[config.mk]
export PLATFORM = sky130hd
export DESIGN_NAME = lbm_monitor
export DESIGN_NICKNAME = d
export VERILOG_FILES = /design/src/hw/lbm_pkg.sv /design/src/hw/lbm_monitor.sv /design/src/hw/lbm_cycle_timer.sv
export SDC_FILE = /design/constraint.sdc
export NUM_CORES = 1
export LEC_CHECK = 0
export BUFFER_PORTS_ARGS = -buffer_cell sky130_fd_sc_hd__clkbuf_2
export CELL_PAD_IN_SITES_DETAIL_PLACEMENT = 0
export CELL_PAD_IN_SITES_GLOBAL_PLACEMENT = 2
export CORE_UTILIZATION = 34
export DETAILED_ROUTE_END_ITERATION = 8
export GPL_TIMING_DRIVEN = 0
export PLACE_DENSITY_LB_ADDON = 0.1
export SLEW_MARGIN = 10
export SYNTH_ARGS = -nofsm -noshare
export SYNTH_HDL_FRONTEND = slang
export SYNTH_SLANG_ARGS = --single-unit
[constraint.sdc]
create_clock -name i_ref_clk -period 6.1 [get_ports i_ref_clk]
set_input_delay 0.305 -clock i_ref_clk [delete_from_list [all_inputs] [get_ports i_ref_clk]]
set_output_delay 0.305 -clock i_ref_clk [all_outputs]
set_load 0.05 [all_outputs]
[src/hw/lbm_pkg.sv]
package lbm_pkg;

  // Clock and monitoring cycle
  localparam int unsigned LBM_CLK_HZ = 40_000_000;
  localparam int unsigned LBM_CYCLE_MS = 128;
  localparam int unsigned LBM_MS_PER_S = 1000;
  localparam int unsigned LBM_CYCLE_TICKS = LBM_CLK_HZ / LBM_MS_PER_S * LBM_CYCLE_MS;

  // Register indices; byte address is four times the index
  localparam int unsigned LBM_IDX_LSB = 2;
  localparam int unsigned LBM_IDX_W = 8;
  localparam logic [7:0] LBM_IDX_UPPER = 8'h5C;
  localparam logic [7:0] LBM_IDX_CAPACITY = 8'h5D;
  localparam logic [7:0] LBM_IDX_LOWER = 8'h5E;
  localparam logic [7:0] LBM_IDX_DECAY = 8'h5F;
  localparam logic [7:0] LBM_IDX_STATUS = 8'h60;

  // Reset values
  localparam logic [1:0] LBM_RST_DECAY = 2'h1;
  localparam logic [7:0] LBM_RST_CAPACITY = 8'h08;
  localparam logic [7:0] LBM_RST_UPPER = 8'h06;
  localparam logic [7:0] LBM_RST_LOWER = 8'h04;

  // Field layout
  localparam int unsigned LBM_DECAY_W = 2;
  localparam int unsigned LBM_LEVEL_W = 8;
  localparam int unsigned LBM_RUN_W = 4;
  localparam int unsigned LBM_CLEAN_W = 3;
  localparam int unsigned LBM_STAT_ALARM_BIT = 8;

  // AHB-Lite encodings
  localparam logic [1:0] LBM_HTRANS_NONSEQ = 2'h2;
  localparam logic [2:0] LBM_HSIZE_WORD = 3'h2;
  localparam logic LBM_HRESP_OKAY = 1'h0;

  typedef struct packed {
    logic [LBM_DECAY_W-1:0] decay;
    logic [LBM_LEVEL_W-1:0] capacity;
    logic [LBM_LEVEL_W-1:0] upper;
    logic [LBM_LEVEL_W-1:0] lower;
  } lbm_cfg_type;

  typedef struct packed {
    logic fail;
    logic erratic;
  } lbm_ref_type;

  // Clean cycles per leak: 1, 2, 4 or 8
  function automatic logic [LBM_RUN_W-1:0] lbm_run_len(input logic [LBM_DECAY_W-1:0] decay);
    lbm_run_len = LBM_RUN_W'(1) << decay;
  endfunction : lbm_run_len

  function automatic logic lbm_hit(input logic [31:0] addr, input logic [7:0] idx);
    lbm_hit = (addr[LBM_IDX_LSB +: LBM_IDX_W] == idx);
  endfunction : lbm_hit

endpackage : lbm_pkg

[src/hw/lbm_monitor.sv]
// Implementation choice: the AHB-Lite interface to the registers.
`timescale 1ns/1ps
module lbm_monitor
  import lbm_pkg::*;
#(
  parameter int unsigned CYCLE_TICKS = LBM_CYCLE_TICKS
) (
  // Clock and reset
  input wire logic i_ref_clk,
  input wire logic i_srst,
  // AHB-Lite slave
  input wire logic i_hsel,
  input wire logic [31:0] i_haddr,
  input wire logic [1:0] i_htrans,
  input wire logic i_hwrite,
  input wire logic [2:0] i_hsize,
  input wire logic [31:0] i_hwdata,
  input wire logic i_hready,
  output logic [31:0] o_hrdata,
  output logic o_hreadyout,
  output logic o_hresp,
  // Monitored reference, asynchronous
  input wire lbm_ref_type i_ref,
  // Bucket state
  output logic [LBM_LEVEL_W-1:0] o_level,
  output logic o_alarm
);

  // Bus slave state
  lbm_cfg_type cfg;
  lbm_cfg_type next_cfg;
  logic wr_pend;
  logic next_wr_pend;
  logic [7:0] wr_idx;
  logic [7:0] next_wr_idx;
  logic [31:0] next_hrdata;
  logic addr_ok;

  // Monitor state
  lbm_ref_type ref_meta;
  lbm_ref_type ref_sync;
  logic seen_fault;
  logic next_seen_fault;
  logic [LBM_LEVEL_W-1:0] next_level;
  logic [LBM_CLEAN_W-1:0] clean_cnt;
  logic [LBM_CLEAN_W-1:0] next_clean_cnt;
  logic next_alarm;
  logic cycle_end;
  logic faulty;
  logic [LBM_RUN_W-1:0] run_len;
  logic run_done;

  lbm_cycle_timer #(
    .TICKS(CYCLE_TICKS)
  ) u_timer (
    .i_ref_clk(i_ref_clk),
    .i_srst(i_srst),
    .o_tick(cycle_end)
  );

  // Address phase taken only for word transfers; others complete with no effect
  assign addr_ok = i_hsel && (i_htrans == LBM_HTRANS_NONSEQ || i_htrans[1])
                   && i_hready && (i_hsize == LBM_HSIZE_WORD);

  always_comb begin
    next_wr_pend = addr_ok && i_hwrite;
    next_wr_idx = i_haddr[LBM_IDX_LSB +: LBM_IDX_W];
    next_cfg = cfg;
    if (wr_pend) begin
      unique case (wr_idx)
        LBM_IDX_UPPER: next_cfg.upper = i_hwdata[LBM_LEVEL_W-1:0];
        LBM_IDX_CAPACITY: next_cfg.capacity = i_hwdata[LBM_LEVEL_W-1:0];
        LBM_IDX_LOWER: next_cfg.lower = i_hwdata[LBM_LEVEL_W-1:0];
        LBM_IDX_DECAY: next_cfg.decay = i_hwdata[LBM_DECAY_W-1:0];
        default: next_cfg = cfg;
      endcase
    end
    // Read from next_cfg so a read right after a write sees the new value
    next_hrdata = o_hrdata;
    if (addr_ok && !i_hwrite) begin
      next_hrdata = '0;
      if (lbm_hit(i_haddr, LBM_IDX_UPPER)) begin
        next_hrdata[LBM_LEVEL_W-1:0] = next_cfg.upper;
      end else if (lbm_hit(i_haddr, LBM_IDX_CAPACITY)) begin
        next_hrdata[LBM_LEVEL_W-1:0] = next_cfg.capacity;
      end else if (lbm_hit(i_haddr, LBM_IDX_LOWER)) begin
        next_hrdata[LBM_LEVEL_W-1:0] = next_cfg.lower;
      end else if (lbm_hit(i_haddr, LBM_IDX_DECAY)) begin
        next_hrdata[LBM_DECAY_W-1:0] = next_cfg.decay;
      end else if (lbm_hit(i_haddr, LBM_IDX_STATUS)) begin
        next_hrdata[LBM_LEVEL_W-1:0] = o_level;
        next_hrdata[LBM_STAT_ALARM_BIT] = o_alarm;
      end
    end
  end

  always_ff @(posedge i_ref_clk) begin
    if (i_srst) begin
      cfg <= '{decay: LBM_RST_DECAY, capacity: LBM_RST_CAPACITY,
               upper: LBM_RST_UPPER, lower: LBM_RST_LOWER};
      wr_pend <= 1'b0;
      wr_idx <= '0;
      o_hrdata <= '0;
      o_hreadyout <= 1'b0;
      o_hresp <= LBM_HRESP_OKAY;
    end else begin
      cfg <= next_cfg;
      wr_pend <= next_wr_pend;
      wr_idx <= next_wr_idx;
      o_hrdata <= next_hrdata;
      o_hreadyout <= 1'b1;
      o_hresp <= LBM_HRESP_OKAY;
    end
  end

  // Two-flop synchroniser for the asynchronous reference status
  always_ff @(posedge i_ref_clk) begin
    if (i_srst) begin
      ref_meta <= '0;
      ref_sync <= '0;
    end else begin
      ref_meta <= i_ref;
      ref_sync <= ref_meta;
    end
  end

  assign faulty = seen_fault || ref_sync.fail || ref_sync.erratic;
  assign run_len = lbm_run_len(cfg.decay);
  assign run_done = ({1'b0, clean_cnt} == run_len - LBM_RUN_W'(1));

  always_comb begin
    next_seen_fault = seen_fault || ref_sync.fail || ref_sync.erratic;
    next_level = o_level;
    next_clean_cnt = clean_cnt;
    if (cycle_end) begin
      next_seen_fault = 1'b0;
      if (faulty) begin
        next_clean_cnt = '0;
        // Capacity may be lowered below the level; then it only waits to leak
        if (o_level < cfg.capacity) begin
          next_level = o_level + LBM_LEVEL_W'(1);
        end
      end else if (run_done) begin
        next_clean_cnt = '0;
        if (o_level != '0) begin
          next_level = o_level - LBM_LEVEL_W'(1);
        end
      end else begin
        next_clean_cnt = clean_cnt + LBM_CLEAN_W'(1);
      end
    end
    // Hysteresis between the two thresholds keeps the alarm from chattering
    next_alarm = o_alarm;
    if (o_level >= cfg.upper) begin
      next_alarm = 1'b1;
    end else if (o_level <= cfg.lower) begin
      next_alarm = 1'b0;
    end
  end

  always_ff @(posedge i_ref_clk) begin
    if (i_srst) begin
      seen_fault <= 1'b0;
      o_level <= '0;
      clean_cnt <= '0;
      o_alarm <= 1'b0;
    end else begin
      seen_fault <= next_seen_fault;
      o_level <= next_level;
      clean_cnt <= next_clean_cnt;
      o_alarm <= next_alarm;
    end
  end

  property p_fault_held;
    @(posedge i_ref_clk) disable iff (i_srst)
    (ref_sync.fail && !cycle_end) |=> (seen_fault || cycle_end) [*1] ##0 faulty;
  endproperty
  a_fault_held: assert property (p_fault_held) else $error("fault not held for the cycle");

  property p_fill;
    @(posedge i_ref_clk) disable iff (i_srst)
    (cycle_end && faulty && o_level < cfg.capacity) |=> (o_level == $past(o_level) + 8'h01);
  endproperty
  a_fill: assert property (p_fill) else $error("faulty cycle did not add one");

  property p_leak;
    @(posedge i_ref_clk) disable iff (i_srst)
    (cycle_end && !faulty && run_done && o_level != 8'h00)
      |=> (o_level == $past(o_level) - 8'h01) && (clean_cnt == 3'h0);
  endproperty
  a_leak: assert property (p_leak) else $error("clean run did not leak one");

  property p_decode;
    @(posedge i_ref_clk) disable iff (i_srst)
    (cfg.decay == 2'h3 |-> run_len == 4'h8) and (cfg.decay == 2'h0 |-> run_len == 4'h1)
      and (cfg.decay == 2'h2 |-> run_len == 4'h4)
      and (cfg.decay == 2'h1 |-> run_len == 4'h2);
  endproperty
  a_decode: assert property (p_decode) else $error("decay code decoded wrongly");

  property p_hold_level;
    @(posedge i_ref_clk) disable iff (i_srst)
    (cycle_end && !faulty && !run_done) |=> $stable(o_level) && (clean_cnt == $past(clean_cnt) + 3'h1);
  endproperty
  a_hold_level: assert property (p_hold_level) else $error("leak before clean run complete");

  property p_saturate;
    @(posedge i_ref_clk) disable iff (i_srst)
    (cycle_end && faulty && o_level >= cfg.capacity) |=> $stable(o_level);
  endproperty
  a_saturate: assert property (p_saturate) else $error("bucket filled past capacity");

  property p_alarm_set;
    @(posedge i_ref_clk) disable iff (i_srst)
    (o_level >= cfg.upper) |=> o_alarm;
  endproperty
  a_alarm_set: assert property (p_alarm_set) else $error("alarm not raised at upper threshold");

  property p_alarm_clr;
    @(posedge i_ref_clk) disable iff (i_srst)
    (o_level <= cfg.lower && o_level < cfg.upper) |=> !o_alarm;
  endproperty
  a_alarm_clr: assert property (p_alarm_clr) else $error("alarm not cleared at lower threshold");

  // Writes land at the edge that ends the data phase
  property p_decay_write;
    @(posedge i_ref_clk) disable iff (i_srst)
    (wr_pend && wr_idx == LBM_IDX_DECAY) |=> cfg.decay == LBM_DECAY_W'($past(i_hwdata));
  endproperty
  a_decay_write: assert property (p_decay_write) else $error("decay write lost");

  property p_capacity_write;
    @(posedge i_ref_clk) disable iff (i_srst)
    (wr_pend && wr_idx == LBM_IDX_CAPACITY) |=> cfg.capacity == LBM_LEVEL_W'($past(i_hwdata));
  endproperty
  a_capacity_write: assert property (p_capacity_write) else $error("capacity write lost");

  property p_upper_write;
    @(posedge i_ref_clk) disable iff (i_srst)
    (wr_pend && wr_idx == LBM_IDX_UPPER) |=> cfg.upper == LBM_LEVEL_W'($past(i_hwdata));
  endproperty
  a_upper_write: assert property (p_upper_write) else $error("upper threshold write lost");

  property p_lower_write;
    @(posedge i_ref_clk) disable iff (i_srst)
    (wr_pend && wr_idx == LBM_IDX_LOWER) |=> cfg.lower == LBM_LEVEL_W'($past(i_hwdata));
  endproperty
  a_lower_write: assert property (p_lower_write) else $error("lower threshold write lost");

  // Unused decay bits must never leak onto the bus
  property p_decay_read;
    @(posedge i_ref_clk) disable iff (i_srst)
    (addr_ok && !i_hwrite && lbm_hit(i_haddr, LBM_IDX_DECAY))
      |=> (o_hrdata >> LBM_DECAY_W) == 32'h0;
  endproperty
  a_decay_read: assert property (p_decay_read) else $error("decay upper bits not zero");

  property p_status_read;
    @(posedge i_ref_clk) disable iff (i_srst)
    (addr_ok && !i_hwrite && lbm_hit(i_haddr, LBM_IDX_STATUS))
      |=> o_hrdata[LBM_STAT_ALARM_BIT] == $past(o_alarm) && o_hrdata[LBM_LEVEL_W-1:0] == $past(o_level);
  endproperty
  a_status_read: assert property (p_status_read) else $error("status read wrong");

  property p_step;
    @(posedge i_ref_clk) disable iff (i_srst)
    $changed(o_level)
      |-> (o_level == $past(o_level) + 8'h01) || (o_level == $past(o_level) - 8'h01);
  endproperty
  a_step: assert property (p_step) else $error("level moved by more than one");

  property p_level_quiet;
    @(posedge i_ref_clk) disable iff (i_srst)
    !cycle_end |=> $stable(o_level);
  endproperty
  a_level_quiet: assert property (p_level_quiet) else $error("level moved inside a cycle");

  property p_floor;
    @(posedge i_ref_clk) disable iff (i_srst)
    (cycle_end && !faulty && o_level == 8'h00) |=> o_level == 8'h00;
  endproperty
  a_floor: assert property (p_floor) else $error("leak below empty");

  property p_run_restart;
    @(posedge i_ref_clk) disable iff (i_srst)
    (cycle_end && faulty) |=> clean_cnt == 3'h0;
  endproperty
  a_run_restart: assert property (p_run_restart) else $error("clean run not restarted");

  property p_alarm_between;
    @(posedge i_ref_clk) disable iff (i_srst)
    (o_level < cfg.upper && o_level > cfg.lower) |=> o_alarm == $past(o_alarm);
  endproperty
  a_alarm_between: assert property (p_alarm_between) else $error("alarm chattered");

  property p_alarm_rise;
    @(posedge i_ref_clk) disable iff (i_srst)
    $rose(o_alarm)
      |-> $past(o_level) >= $past(cfg.upper);
  endproperty
  a_alarm_rise: assert property (p_alarm_rise) else $error("alarm rose below upper threshold");

  property p_alarm_fall;
    @(posedge i_ref_clk) disable iff (i_srst)
    $fell(o_alarm)
      |-> $past(o_level) <= $past(cfg.lower);
  endproperty
  a_alarm_fall: assert property (p_alarm_fall) else $error("alarm fell above lower threshold");

endmodule : lbm_monitor

[src/hw/lbm_cycle_timer.sv]
`timescale 1ns/1ps
module lbm_cycle_timer #(
  parameter int unsigned TICKS = 5_120_000
) (
  // Clock and reset
  input wire logic i_ref_clk,
  input wire logic i_srst,
  // Cycle end pulse
  output logic o_tick
);

  localparam int unsigned CW = (TICKS > 2) ? $clog2(TICKS) : 1;
  localparam logic [CW-1:0] LAST = CW'(TICKS - 1);
  localparam logic [CW-1:0] ONE = CW'(1);

  logic [CW-1:0] cnt;
  logic [CW-1:0] next_cnt;
  logic next_tick;

  always_comb begin
    next_cnt = (cnt == LAST) ? '0 : cnt + ONE;
    next_tick = (cnt == LAST);
  end

  always_ff @(posedge i_ref_clk) begin
    if (i_srst) begin
      cnt <= '0;
      o_tick <= 1'b0;
    end else begin
      cnt <= next_cnt;
      o_tick <= next_tick;
    end
  end

  // One pulse per monitoring cycle
  property p_tick_single;
    @(posedge i_ref_clk) disable iff (i_srst)
    o_tick |=> !o_tick;
  endproperty
  a_tick_single: assert property (p_tick_single) else $error("cycle tick longer than one clock");

endmodule : lbm_cycle_timer

* Word-level counts from Yosys, hierarchy flattened *
Cells that the tools add are included.

word-level totals
  register bits after elaboration = 86
  bits of input ports = 76
  output and inout bits = 43
  word-level logic and storage cells = 80

operators by class
  $add $sub $neg = 5
  $lt $le $gt $ge = 3
  equality and inequality tests = 14
  shift operators = 1
  mux-type cells = 23
  reductions and logical operators = 16

operators with widths
  cell                     count
  $mux W8                  10
  $eq A8 B7 Y1 const B     9
  $mux W26                 1
  $add A23 B1 Y23 const B  1
  $eq A23 B23 Y1 const B   1
  $mux W9                  1
  $add A8 B1 Y8 const B    1
  $ge A8 B8 Y1             1
  $le A8 B8 Y1             1
  $lt A8 B8 Y1             1
  $reduce_bool A8 Y1       1
  $sub A8 B1 Y8 const B    1
  $mux W7                  1
  $mux W1                  6
  $mux W3                  2
  $reduce_bool A2 Y1       3
  $logic_and A1 B1 Y1      5
  $eq A3 B4 Y1             1
  $mux W2                  2
  $reduce_and A4 Y1        1
  $reduce_or A2 Y1         2
  $shl A1 B2 Y4 const A    1
  $sub A4 B1 Y4 const B    1
  $add A3 B1 Y3 const B    1
  5 further kinds          7

* Depth between registers and ports, before layout *
Gate-level depths: netlist (run 1).

  depth in word-level cells = 7
  depth in mapped cells = 10
  depth with buffers taken out = 9

* Modules after synthesis *
From an unflattened synthesis (run 1), not the netlist that was laid out.

second synthesis, totals
  cells, all modules = 510
  area total of the unflattened synthesis = 4636.9 µm²

by module, submodules not included
  module           instances  cells each  area each (µm²)  sequential area each (µm²)
  lbm_monitor      1          390         3542.1           1241.2
  lbm_cycle_timer  1          120         1094.8           480.5

* Least setup slack after synthesis (run 1) *
No wires, ideal clock.

  path type = reg2reg
  start = register o_level[0]
  end = register o_level[4]
  library setup time = 70 ps
  arrival = 2337 ps
  required time = 6030 ps
  slack = 3693 ps
  stages on the path, launching flop included = 8
  path buffers = 0
  period minus slack after synthesis = 2407 ps
  path through = dfxtp_1 -> inv_1 -> fa_1 -> nand2b_1 -> a21boi_0 -> nor3_1 -> or4_1 -> a21oi_1

between the ends
  word-level cells in the longest chain between the ends = 4
  elaborated cells on any way between the ends = 11
  classes of those cells = add/sub: 2; order compare: 1; eq/ne: 1; mux: 4; reduce/logical: 3

RTL lines
  element                 RTL line            source
  from (decl)             lbm_monitor.sv:25   output logic [LBM_LEVEL_W-1:0] o_level,
  from (signal assigned)  lbm_monitor.sv:169  o_level <= next_level;
  $sub A8 B1 Y8           lbm_monitor.sv:146  next_level = o_level - LBM_LEVEL_W'(1);
  $mux W8                 lbm_monitor.sv:145  if (o_level != '0) begin
  $mux W8                 lbm_monitor.sv:143  end else if (run_done) begin
  $mux W8                 lbm_monitor.sv:137  if (faulty) begin

Several ways; a longest one is shown, not always the timed one. The select of a mux whose other input is x is not followed.
A chain may end at the register's enable or synchronous reset.

* Worst setup path in the final report (run 1) *
  start = register ref_sync[1] in the netlist's numbering
  end = register o_level[7]

between the ends
  word-level cells in the longest chain between the ends = 4
  elaborated cells on any way between the ends = 7
  classes of those cells = eq/ne: 1; mux: 1; reduce/logical: 5

RTL lines
  element                                                       RTL line            source
  from (decl)                                                   lbm_monitor.sv:41   lbm_ref_type ref_sync;
  from (signal assigned)                                        lbm_monitor.sv:123  ref_sync <= ref_meta;
  $logic_or A1 B1 Y1 (*) (2 in a row)                           lbm_monitor.sv:127  assign faulty = seen_fault || ref_sync.fail || ref_sync.erratic;
  named net faulty                                              lbm_monitor.sv:49   logic faulty;
  $ne A2 B1 Y1 (no line) or $reduce_bool A2 Y1 (tied branches)  -
  $reduce_and A4 Y1 (no line)                                   -

Mark *: on every way through the listed nets, which the timed path passes. The rest lies on a longest branch.

==> results of run 1 <==
## cells in the mapped netlist, drive strengths merged (2+ instances only)
cell / count
buf: 30
clkbuf: 11
nand2: 36
nand2b: 4
mux2i: 23
o21a: 2
or4: 2
nand4: 7
a21o: 7
o22ai: 7
o211ai: 2
dfxtp: 86
and2: 6
nor4: 2
inv: 36
or3: 7
a211oi: 6
ha: 31
nor2b: 18
o31ai: 2
a311oi: 2
o2111ai: 4
nor4b: 5
xor2: 15
a21oi: 19
or3b: 2
nor3: 12
o21ai: 25
o221ai: 2
nand3: 20
and3: 7
xnor2: 9
nor2: 55
a31oi: 3
o221a: 2
## logic make-up (layout without fill, tap and decap cells)
group	after synthesis	in the layout	synth area share
other cells	1	24	0.000811
compound gates	90	90	0.127
flops	86	86	0.372
mux	24	24	0.0522
fa+ha+maj	32	32	0.0882
buf+inv	78	138	0.0945
xor+xnor	24	24	0.0455
simple gates	190	190	0.219
## cells in the final DEF (no fill, tap or decap), drive strengths merged, types with 5 or more instances in the layout
cell type,netlist,routed
mux2i,23,23
a21o,7,7
inv,36,36
nor3,12,12
clkinv,1,5
nand4,7,7
xor2,15,15
a211oi,6,6
ha,31,31
conb,1,24
dfxtp,86,86
or3,7,7
o21ai,25,25
nand2,36,36
nor2,55,55
nand3,20,20
nor4b,5,5
o22ai,7,7
and3,7,7
and2,6,6
clkbuf,11,66
nor2b,18,18
buf,30,30
xnor2,9,9
a21oi,19,19
## area by class of cell
| class | count | area share |
|---|---|---|
| Multi-Input combinational cell | 384 | 0.467 |
| Sequential cell | 86 | 0.315 |
| Buffer | 41 | 0.0522 |
| Clock buffer | 11 | 0.0463 |
| Timing Repair Buffer | 44 | 0.0403 |
| Tap cell | 176 | 0.0403 |
| Inverter | 37 | 0.0277 |
| Clock inverter | 5 | 0.0105 |
## layer usage
| layer | vias up | routed length, um |
|---|---|---|
| li1 | 1947 | - |
| met1 | 1722 | 5030 |
| met2 | 53 | 5550 |
| met3 | 14 | 400 |
| met4 | 0 | 184 |
| met5 | - | 0 |
## per-stage QoR
| step | hold WS [ps] | setup slack (ps) | instance area (sq um) | utilization | std cells |
|---|---|---|---|---|---|
| after global placement | 429 | 3450 | 5150 | 0.389 | 768 |
| after floorplan | 384 | 3690 | 4710 | - | 548 |
| after global routing | 165 | 3240 | 5460 | 0.412 | 784 |
| after detailed placement | 428 | 3470 | 5150 | 0.389 | 768 |
| after CTS | 162 | 3430 | 5460 | 0.412 | 784 |
| final | 167 | 3450 | 5460 | 0.412 | 784 |
## critical path, stage by stage, from the launching register on
cell,delay [ps]
dfxtp_1,300
or3_4,370
buf_6,150
clkinv_8,70
ha_1,220
a21oi_1,210
o211ai_1,170
o41ai_1,360
xnor2_1,150
or4_1,420
a21oi_1,150
## state kept, by name, indices dropped and copies added (netlist names)
name and flops:
cfg 26, clean_cnt 3, o_alarm 1, o_hrdata 9, o_hreadyout 1, o_level 8
ref_meta 2, ref_sync 2, seen_fault 1, u_timer.cnt 23, u_timer.o_tick 1, wr_idx 8
wr_pend 1
## report_power, final
part           switching [mW]  internal [mW]
combinational          0.0750         0.0374
sequential            0.00406          0.568
clock                   0.228          0.340
total                   0.307          0.946
## worst max-delay path by stage
stage / slack [ps] / start / cells past startpoint / endpoint
global placement: 3450 / ref_sync[1] / 10 / o_level[7]
CTS: 3430 / ref_sync[1] / 10 / o_level[7]
finish: 3450 / ref_sync[1] / 10 / o_level[7]
global route: 3240 / ref_sync[1] / 10 / o_level[7]
detailed placement: 3470 / ref_sync[1] / 10 / o_level[7]
floorplan: 3690 / o_level[0] / 7 / o_level[4]
==> summary.txt, run 1 <==
Logic synthesis
  • Total number of yosys warnings: 0
  • Synthesized instance count: 525
  • Ys flop type: dfxtp_1
  • Top post-synthesis cells by area: dfxtp_1, ha_1, mux2i_1
  • Synthesized cell area: about 4600 sq um
  • Post-synth EDFFs: 0
  • Post-synth top area share: 0.372
  • Register bit count reported by yosys: 86
  • Syn Area/Cell: 8.81 sq um
  • Sequential share of the synthesized area: 0.372
  • Area leader, netlist: dfxtp_1
  • Ys async rst share: 0
  • Synth cell types: 61

STA
  • Slew Viols, Final: 0
  • Worst-margin pin slew: 869 ps
  • RSZ-0062 raised after global routing: false
  • Setup violators final: 0
  • Worst Clk Skew: roughly 9.8 ps
  • Fin crit period: 2650 ps
  • Fmax: 378 MHz
  • Setup TNS: 0 ps
  • Final period util: 0.434
  • Relative slew slack: 0.416
  • Final Hold Viols: 0

Global route
  • Largest net degree at the start of global routing: 15
  • GRT Util Overall: 0.169
  • GR Overflow Total: 0
  • M3 GR Usage: 0.0304
  • Initial antenna violation count: 0
  • Global routing met1 resource utilization: 0.200
  • First-pass GRT wire length: about 18 mm
  • Grt peak-use layer: met2
  • Met2 usage: 0.298
  • Number of global-route vias before repair: 3,608

Placement
  • Routability cong.: around 0.75
  • Post-DP HPWL: between 8 and 9 mm
  • PortBufs: 44

Floorplan
  • Die Y-Extent: 119 um
  • Die width: 119 um
  • Core Area: 13,200 sq um
  • Die area: 14,100 sq um
  • I/O pins: 119
  • Initial Util: 0.349
  • Row cnt: 42

Worst setup path
  • Crit path arrival time: 2920 ps
  • R2R Path End: o_level[7]
  • R2R Path Start: ref_sync[1]
  • Cells on worst reg2reg path: 10
  • R2R Setup Slk: 3450 ps
  • CP Capture Type: register
  • Crit Path Category: reg2reg
  • Crit start category: register
  • Worst-path fanout max: 9
  • Data required, critical path: roughly 6400 ps

Clocking
  • Worst-Skew Late Latency: 350 ps
  • Max H-tree Level: 3
  • Post-CTS Setup Bufs: 0
  • Post-cts sizing count: 0
  • CTS Buf Count: 9
  • Clock Tree Root: clkbuf_16
  • Hold-fix buffers, CTS: 0
  • CTS tree: done
  • Clock tree buffer depth: 2
  • Clock Sinks: 86
  • Clock transition at path regs: 60 ps

Pwr
  • Leak: 2.28 nW
  • Worst IR Drop VDD: around 100 uV
  • PD cells: 229 nW/um^2
  • Total power: 1.25 mW

Worst hold path
  • Hold Path Sink: ref_meta[1]
  • Hold Crit Class: in2reg
  • Hold Path Stages: 2
  • Worst hold start: i_ref[1]

Layout
  • Reg area: 1720 sq um
  • Layout cell share with drive strength beyond 1: 0.173
  • Filler Cell Count: around 1,400
  • Number of nets in the layout: 711
  • Multi-input gate area: 2550 sq um
  • Diodes inserted: 0
  • Area grow syn2layout: 18.1%

Route
  • DRT Wirelength: 11.2 mm
  • Drt drc: 0
  • Via density: between 4 and 5
  • Vias: 3,736
  • Drt initial violations: 169
  • Number of antenna-violating nets in the routed design: 0
  • Pre-Repair DR Iteration Count: 4
  • Routed wire per std cell: around 14 um

Job
  • Max-Cap Viols: 0

Run status
  • Status: completed
Note: power is estimated with default switching activity, not from simulation.
==> inputs of run 2 (changes only) <==
ABC_AREA = 1   (was default)
CORE_UTILIZATION = 29   (was 34)
clock period = 2.6 ns   (was 6.1 ns; I/O delays follow)
==> summary.txt, run 2 <==
Route
  • Drt drc: 0 (unchanged)
  • Vias: 4,514 (+21%)
  • Routed wire per std cell: 13.0 um (-8.5%)
  • Pre-Repair DR Iteration Count: 4 (unchanged)
  • Drt initial violations: 167 (-1.2%)
  • Via density: 4.44 (-6.9%)
  • DRT Wirelength: 13.3 mm (+19%)
  • Number of antenna-violating nets in the routed design: 0 (unchanged)

Placement
  • PortBufs: 44 (unchanged)
  • Routability cong.: 0.799 (+6.6%)
  • Post-DP HPWL: 10.4 mm (+19%)
  • Placement Setup Slack: 494 ps (-2970 ps)

Clocking
  • Post-cts sizing count: 0 (unchanged)
  • Max H-tree Level: 3 (unchanged)
  • Post-CTS Setup Bufs: 0 (unchanged)
  • CTS Buf Count: 9 (unchanged)
  • Hold-fix buffers, CTS: 4 (+4)
  • Worst-Skew Late Latency: 340 ps (about the same)
  • Clock tree buffer depth: 2 (unchanged)
  • Clock Tree Root: clkbuf_16
  • Clock transition at path regs: 70 ps (about the same)
  • CTS tree: done
  • Clock Sinks: 86 (unchanged)

Pwr
  • Worst IR Drop VDD: 264 uV (+150%)
  • Clock network power share: 0.449 (-0.004)
  • Reg power frac: 0.459 (+0.002)
  • Total power: 2.92 mW (+130%)
  • Leak: 2.82 nW (+23%)
  • Comb power frac: 0.092 (+0.002)
  • Internal power: 2.16 mW (+130%)
  • Switching share of power: 0.260 (+0.0148)
  • P_sw: 0.759 mW (+150%)
  • PD cells: 494 nW/um^2 (+120%)

Layout
  • Area grow syn2layout: 18.3%
  • Post-layout util: 0.354 (-0.0582)
  • Diodes inserted: 0 (unchanged)
  • Layout cell share with drive strength beyond 1: 0.161 (-0.0121)
  • Biggest regs: cfg: 26 flops, u_timer.cnt: 23 flops, o_hrdata: 9 flops
  • Commonest non-fill, non-tap cell in the layout: nand2_1
  • Most flops, register: cfg
  • Max FFs per register: 26 (unchanged)
  • Number of nets in the layout: 900 (+27%)
  • Most frequent cells in the layout: nand2_1, nor2_1, inv_1

Floorplan
  • I/O pins: 119 (unchanged)
  • Die area: 17,800 sq um (+26%)
  • Die width: 133 um (+12%)
  • Initial Util: 0.299 (-0.0497)
  • Core Area: 16,700 sq um (+26%)
  • Row cnt: 47 (+12%)
  • Die Y-Extent: 133 um (+12%)

Worst setup path
  • Worst-path fanout max: 9 (unchanged)
  • Crit path arrival time: 2330 ps (-590 ps)
  • Crit Path Category: reg2reg
  • Most used cell, CP: nand2_1
  • Crit path cell chain: nor2_1, nand2_1, inv_1, ha_1, a21o_1, a21boi_0, nand2_1, nand2_1, nand2_1, nand3_1, a21oi_1
  • Data required, critical path: 2800 ps (-3570 ps)
  • Max stage delay on crit path: 340 ps (-80 ps)
  • CP Capture Type: register
  • Slowest cell on the critical path: ha_1
  • Buf+Inv Stages, Crit Path: 1 (-1)
  • Crit start category: register
  • Cell family with the largest share of critical-path delay: simple AND/OR/NAND/NOR gates

STA
  • Worst-margin pin slew: 689 ps (-180 ps)
  • Slew Viols, Final: 0 (unchanged)
  • Fin Hold WS: 17.5 ps (-149 ps)
  • Worst Clk Skew: 7.58 ps (-2.19 ps)
  • Final period util: 0.820 (+0.386)
  • Relative slew slack: 0.539 (+0.123)
  • Fmax: 469 MHz (+24%)
  • Final Hold Viols: 0 (unchanged)
  • Setup violators final: 0 (unchanged)
  • Fin crit period: 2130 ps (-514 ps)
  • Final WS setup: 468 ps (-2990 ps)
  • Setup TNS: 0 ps (unchanged)
  • RSZ-0062 raised after global routing: false

Global route
  • Largest net degree at the start of global routing: 15 (unchanged)
  • Initial antenna violation count: 0 (unchanged)
  • GRT Util Overall: 0.155 (-0.0139)
  • Number of global-route vias before repair: 4,162 (+15%)
  • First-pass GRT wire length: 21.3 mm (+17%)
  • GR Overflow Total: 0 (unchanged)

Logic synthesis
  • Total number of yosys warnings: 0 (unchanged)
  • Post-synth EDFFs: 0 (unchanged)
  • Register bit count reported by yosys: 86 (unchanged)
  • Synthesized instance count: 710 (+35%)
  • Ys async rst share: 0 (unchanged)
  • Ys flop type: dfxtp_1
  • Top post-synthesis cells by area: dfxtp_1, nand2_1, ha_1
  • Most frequent cells after synthesis: nand2_1, nor2_1, inv_1
  • Syn Area/Cell: 7.04 sq um (-20%)
  • Sequential share of the synthesized area: 0.344 (-0.0281)
  • Post-synth top area share: 0.344 (-0.0281)
  • Area leader, netlist: dfxtp_1
  • Count leader, synth: nand2_1
  • Synth cell types: 43 (-30%)
  • Synthesized cell area: 5000 sq um (+8.1%)

Run status
  • Status: completed

Worst hold path
  • Hold Crit Class: in2reg

Job
  • Max-Cap Viols: 0 (unchanged)
-- run 2: cell types whose count changed in the layout (fill, tap and decap cells not counted), moves of 8 or more --
cell,change
a21oi_1,+16
inv_1,+60
mux2i_1,-23
nand2_1,+107
nand3_1,+18
nand4_1,+14
nor2_1,+43
nor2_4,+8
nor2b_1,-18
o21ai_1,+8
-- run 2: power groups by stage --
| stage | registers [mW] | clock network [mW] | logic [mW] |
|---|---|---|---|
| 4_1_cts | 1.34 | 1.37 | 0.268 |
| 2_1_floorplan | 1.37 | 0 | 0.197 |
| 3_5_place_dp | 1.37 | 0 | 0.263 |
| 5_1_grt | 1.34 | 1.43 | 0.291 |
| 3_3_place_gp | 1.37 | 0 | 0.262 |
| 6_report | 1.34 | 1.31 | 0.267 |
-- run 2: worst paths after layout --
kind / end / slack [ps] / cells after the start / from
hold / removal: wr_idx[3] / 20 / 3 / i_haddr[5]
hold reg to reg: ref_sync[0] / 400 / 2 / ref_meta[0]
setup reg to reg: o_level[7] / 470 / 11 / ref_sync[1]
setup / recovery: o_level[7] / 470 / 11 / ref_sync[1]
-- run 2: area by class of cell --
type / count / area, sq um
Inverter: 103 / 387
Clock buffer: 11 / 233
Sequential cell: 86 / 1720
Fill cell: 1822 / 10800
Tap cell: 220 / 275
Clock inverter: 5 / 60.1
Multi-Input combinational cell: 506 / 2730
Buffer: 38 / 251
Timing Repair Buffer: 48 / 260
-- run 2: cells by family (layout without fill, tap and decap cells) --
group	Yosys count	after routing	synth area share
AO/OA/AOI/OAI	85	85	0.0946
adder cells (fa/ha/maj)	32	32	0.0816
AND/OR/NAND/NOR	349	349	0.323
buffers and inverters	141	205	0.128
flip-flops	86	86	0.344
other	1	24	0.000750
XOR/XNOR	16	16	0.0280
-- run 2: stage by stage --
step / std cells / instance area (sq um)
2_1_floorplan: 733 / 5090
3_3_place_gp: 997 / 5580
3_5_place_dp: 997 / 5580
4_1_cts: 1017 / 5910
5_1_grt: 1017 / 5910
6_report: 1017 / 5910
-- run 2: tightest hold or removal path, stage by stage --
cell and delay, ps:
clkbuf_2 90, inv_1 60, nor2_1 40
-- run 2: per-layer routing --
layer / up-vias / share of wire / track usage
met5: - / 0 / 0
met4: 0 / 0.0078 / 0.0455
met3: 7 / 0.026 / 0.0274
met2: 55 / 0.48 / 0.264
met1: 2055 / 0.48 / 0.199
li1: 2397 / - / -
==> inputs of run 3 (changes only) <==
CORE_UTILIZATION = 27   (was 29)
clock period = 1.9 ns   (was 2.6 ns; I/O delays follow)
==> summary.txt, run 3 (synthesized netlist as in run 2, its figures left out) <==
Global route
  • Largest net degree at the start of global routing: 16 (+1)
  • Initial antenna violation count: 0 (unchanged)
  • GR Overflow Total: 0 (unchanged)
  • GRT Util Overall: 0.151 (-0.00443)
  • First-pass GRT wire length: 22.4 mm (+5.0%)
  • Number of global-route vias before repair: 4,342 (+4.3%)

STA
  • Worst Clk Skew: 8.76 ps (+1.18 ps)
  • Final Hold Viols: 0 (unchanged)
  • Final period util: 0.954 (+0.134)
  • Worst-margin pin slew: 780 ps (+91.3 ps)
  • Fmax: 552 MHz (+18%)
  • Fin crit period: 1810 ps (-318 ps)
  • Final WS setup: 86.8 ps (-382 ps)
  • Setup violators final: 0 (unchanged)
  • Slew Viols, Final: 0 (unchanged)
  • Relative slew slack: 0.480 (-0.0592)

Placement
  • Post-DP HPWL: 10.5 mm (+1.3%)
  • PortBufs: 44 (unchanged)
  • Placement Setup Slack: -291 ps (-784 ps)
  • Routability cong.: 0.783 (-2.0%)

Layout
  • Filler Cell Count: 1,970 (+8.1%)
  • Number of nets in the layout: 914 (+1.6%)
  • Multi-input gate area: 2890 sq um (+6.1%)
  • Diodes inserted: 0 (unchanged)
  • Reg area: 1750 sq um (+1.7%)
  • Area grow syn2layout: 25.6%
  • Most flops, register: cfg
  • Biggest regs: cfg: 26 flops, u_timer.cnt: 23 flops, o_hrdata: 9 flops
  • Max FFs per register: 26 (unchanged)
  • Most frequent cells in the layout: nand2_1, nor2_1, inv_1
  • Post-layout util: 0.347 (-0.00706)
  • Commonest non-fill, non-tap cell in the layout: nand2_1
  • Layout cell share with drive strength beyond 1: 0.215 (+0.0539)

Worst setup path
  • Crit start category: register
  • Crit Path Category: reg2reg
  • Worst-path fanout max: 7 (-2)
  • Crit path arrival time: 2060 ps (-270 ps)
  • R2R Path Start: seen_fault
  • Crit path cell chain: nor2_2, nand2_2, clkinvlp_4, buf_12, buf_6, ha_1, nand3_2, nand2_2, buf_4, xor2_1, o21ai_1, nor2_1
  • Max stage delay on crit path: 330 ps (about the same)
  • R2R Setup Slk: 90 ps (-380 ps)
  • CP Capture Type: register
  • Cells on worst reg2reg path: 12 (+1)
  • Slowest cell on the critical path: dfxtp_2
  • R2R Path End: o_level[3]
  • Data required, critical path: 2150 ps (-650 ps)
  • Most used cell, CP: nand2_2

Worst hold path
  • Worst hold start: i_haddr[3]
  • Hold Path Stages: 3 (unchanged)
  • Hold Path Sink: wr_idx[1]
  • Hold Crit Class: in2reg

Clocking
  • Clock transition at path regs: 70 ps (about the same)
  • Max H-tree Level: 3 (unchanged)
  • Clock Sinks: 86 (unchanged)
  • Clock tree buffer depth: 2 (unchanged)
  • Clock Tree Root: clkbuf_16
  • CTS tree: done
  • CTS Buf Count: 9 (unchanged)
  • Worst-Skew Late Latency: 350 ps (about the same)

Route
  • Via density: 4.45 (+0.15%)
  • Met1 wire length: 7.08 mm (+11%)
  • Routed wire per std cell: 13.3 um (+2.2%)
  • Met3 wire len: 419 um (+23%)
  • DRT Wirelength: 13.9 mm (+4.5%)
  • WL met2: 6.17 mm (-3.9%)
  • Max layer used: met4
  • Pre-Repair DR Iteration Count: 6 (+2)
  • Number of antenna-violating nets in the routed design: 0 (unchanged)
  • Drt drc: 7 (+7)
  • Drt initial violations: 233 (+40%)
  • Vias: 4,623 (+2.4%)

Pwr
  • PD cells: 657 nW/um^2 (+33%)
  • Total power: 4.12 mW (+41%)
  • Leak: 2.91 nW (+3.3%)
  • Worst IR Drop VDD: 424 uV (+61%)

Floorplan
  • I/O pins: 119 (unchanged)
  • Die area: 19,100 sq um (+7.3%)
  • Initial Util: 0.276 (-0.0229)
  • Die width: 138 um (+3.6%)
  • Die Y-Extent: 138 um (+3.6%)
  • Row cnt: 49 (+4.3%)
  • Core Area: 18,100 sq um (+8.3%)

Job
  • Max-Cap Viols: 0 (unchanged)

Run status
  • Status: finished, violations left
  • Failing checks: DRC
[run 3: changes by cell type in the layout (fill, tap and decap cells not counted), sizes merged]
cell / before / now
dlygate4sd3: 4 / 10
buf: 31 / 39
clkbuf: 62 / 61
inv: 103 / 105
clkinv: 3 / 1
clkinvlp: 1 / 2
[run 3: how the worst max path moves through the flow]
stage                       to  slack, ps           start
2_1_floorplan       o_level[1]         -7      o_level[2]
3_3_place_gp        o_level[7]       -270     ref_sync[1]
3_5_place_dp        o_level[5]       -290     ref_sync[1]
4_1_cts        u_timer.cnt[12]         20  u_timer.cnt[0]
5_1_grt             o_level[7]        -20     ref_sync[1]
6_report            o_level[3]         90      seen_fault
[run 3: cell type report]
cell class,instances,share of cell area
Multi-Input combinational cell,506,0.461
Sequential cell,86,0.279
Timing Repair Buffer,62,0.0632
Inverter,103,0.0622
Tap cell,229,0.0456
Buffer,38,0.0415
Clock buffer,10,0.0365
Clock inverter,6,0.0110
[run 3: timing repair]
| action | 4_1_cts | 5_1_grt |
|---|---|---|
| setup endpoints to repair | 7 | 38 |
| gates resized for setup | 11 | 43 |
| pin swaps | 2 | 13 |
| hold endpoints to repair | 9 | 0 |
| hold buffers | 10 | 0 |
| setup buffers | 4 | 4 |
[run 3: stage by stage]
stage	setup TNS [ps]	hold WS [ps]	std cells	instance area [sq um]
6_report	0	37.8	1040	6280
5_1_grt	-24.9	67.7	1040	6280
4_1_cts	0	30.2	1036	6110
3_5_place_dp	-1150	297	1006	5600
3_3_place_gp	-1130	292	1006	5600
2_1_floorplan	-7.24	202	733	5090
[run 3: layer usage]
metal | vias to the layer above | track usage
met5 | - | 0
met3 | 16 | 0.0298
met4 | 0 | 0.0426
met2 | 75 | 0.242
met1 | 2115 | 0.205
li1 | 2417 | -
[run 3: worst max-delay path: cells and delay by family, from the launching register on]
family / cells / cell delay, ps
flops: 1 / 330
compound gates: 1 / 130
simple gates: 5 / 320
xor+xnor: 1 / 130
buf+inv: 4 / 520
fa+ha+maj: 1 / 270
[run 3: where the power goes]
group	switching, mW	total (mW)	internal [mW]
Combinational	0.284	0.436	0.152
Clock	0.822	1.86	1.03
Sequential	0.0135	1.83	1.82
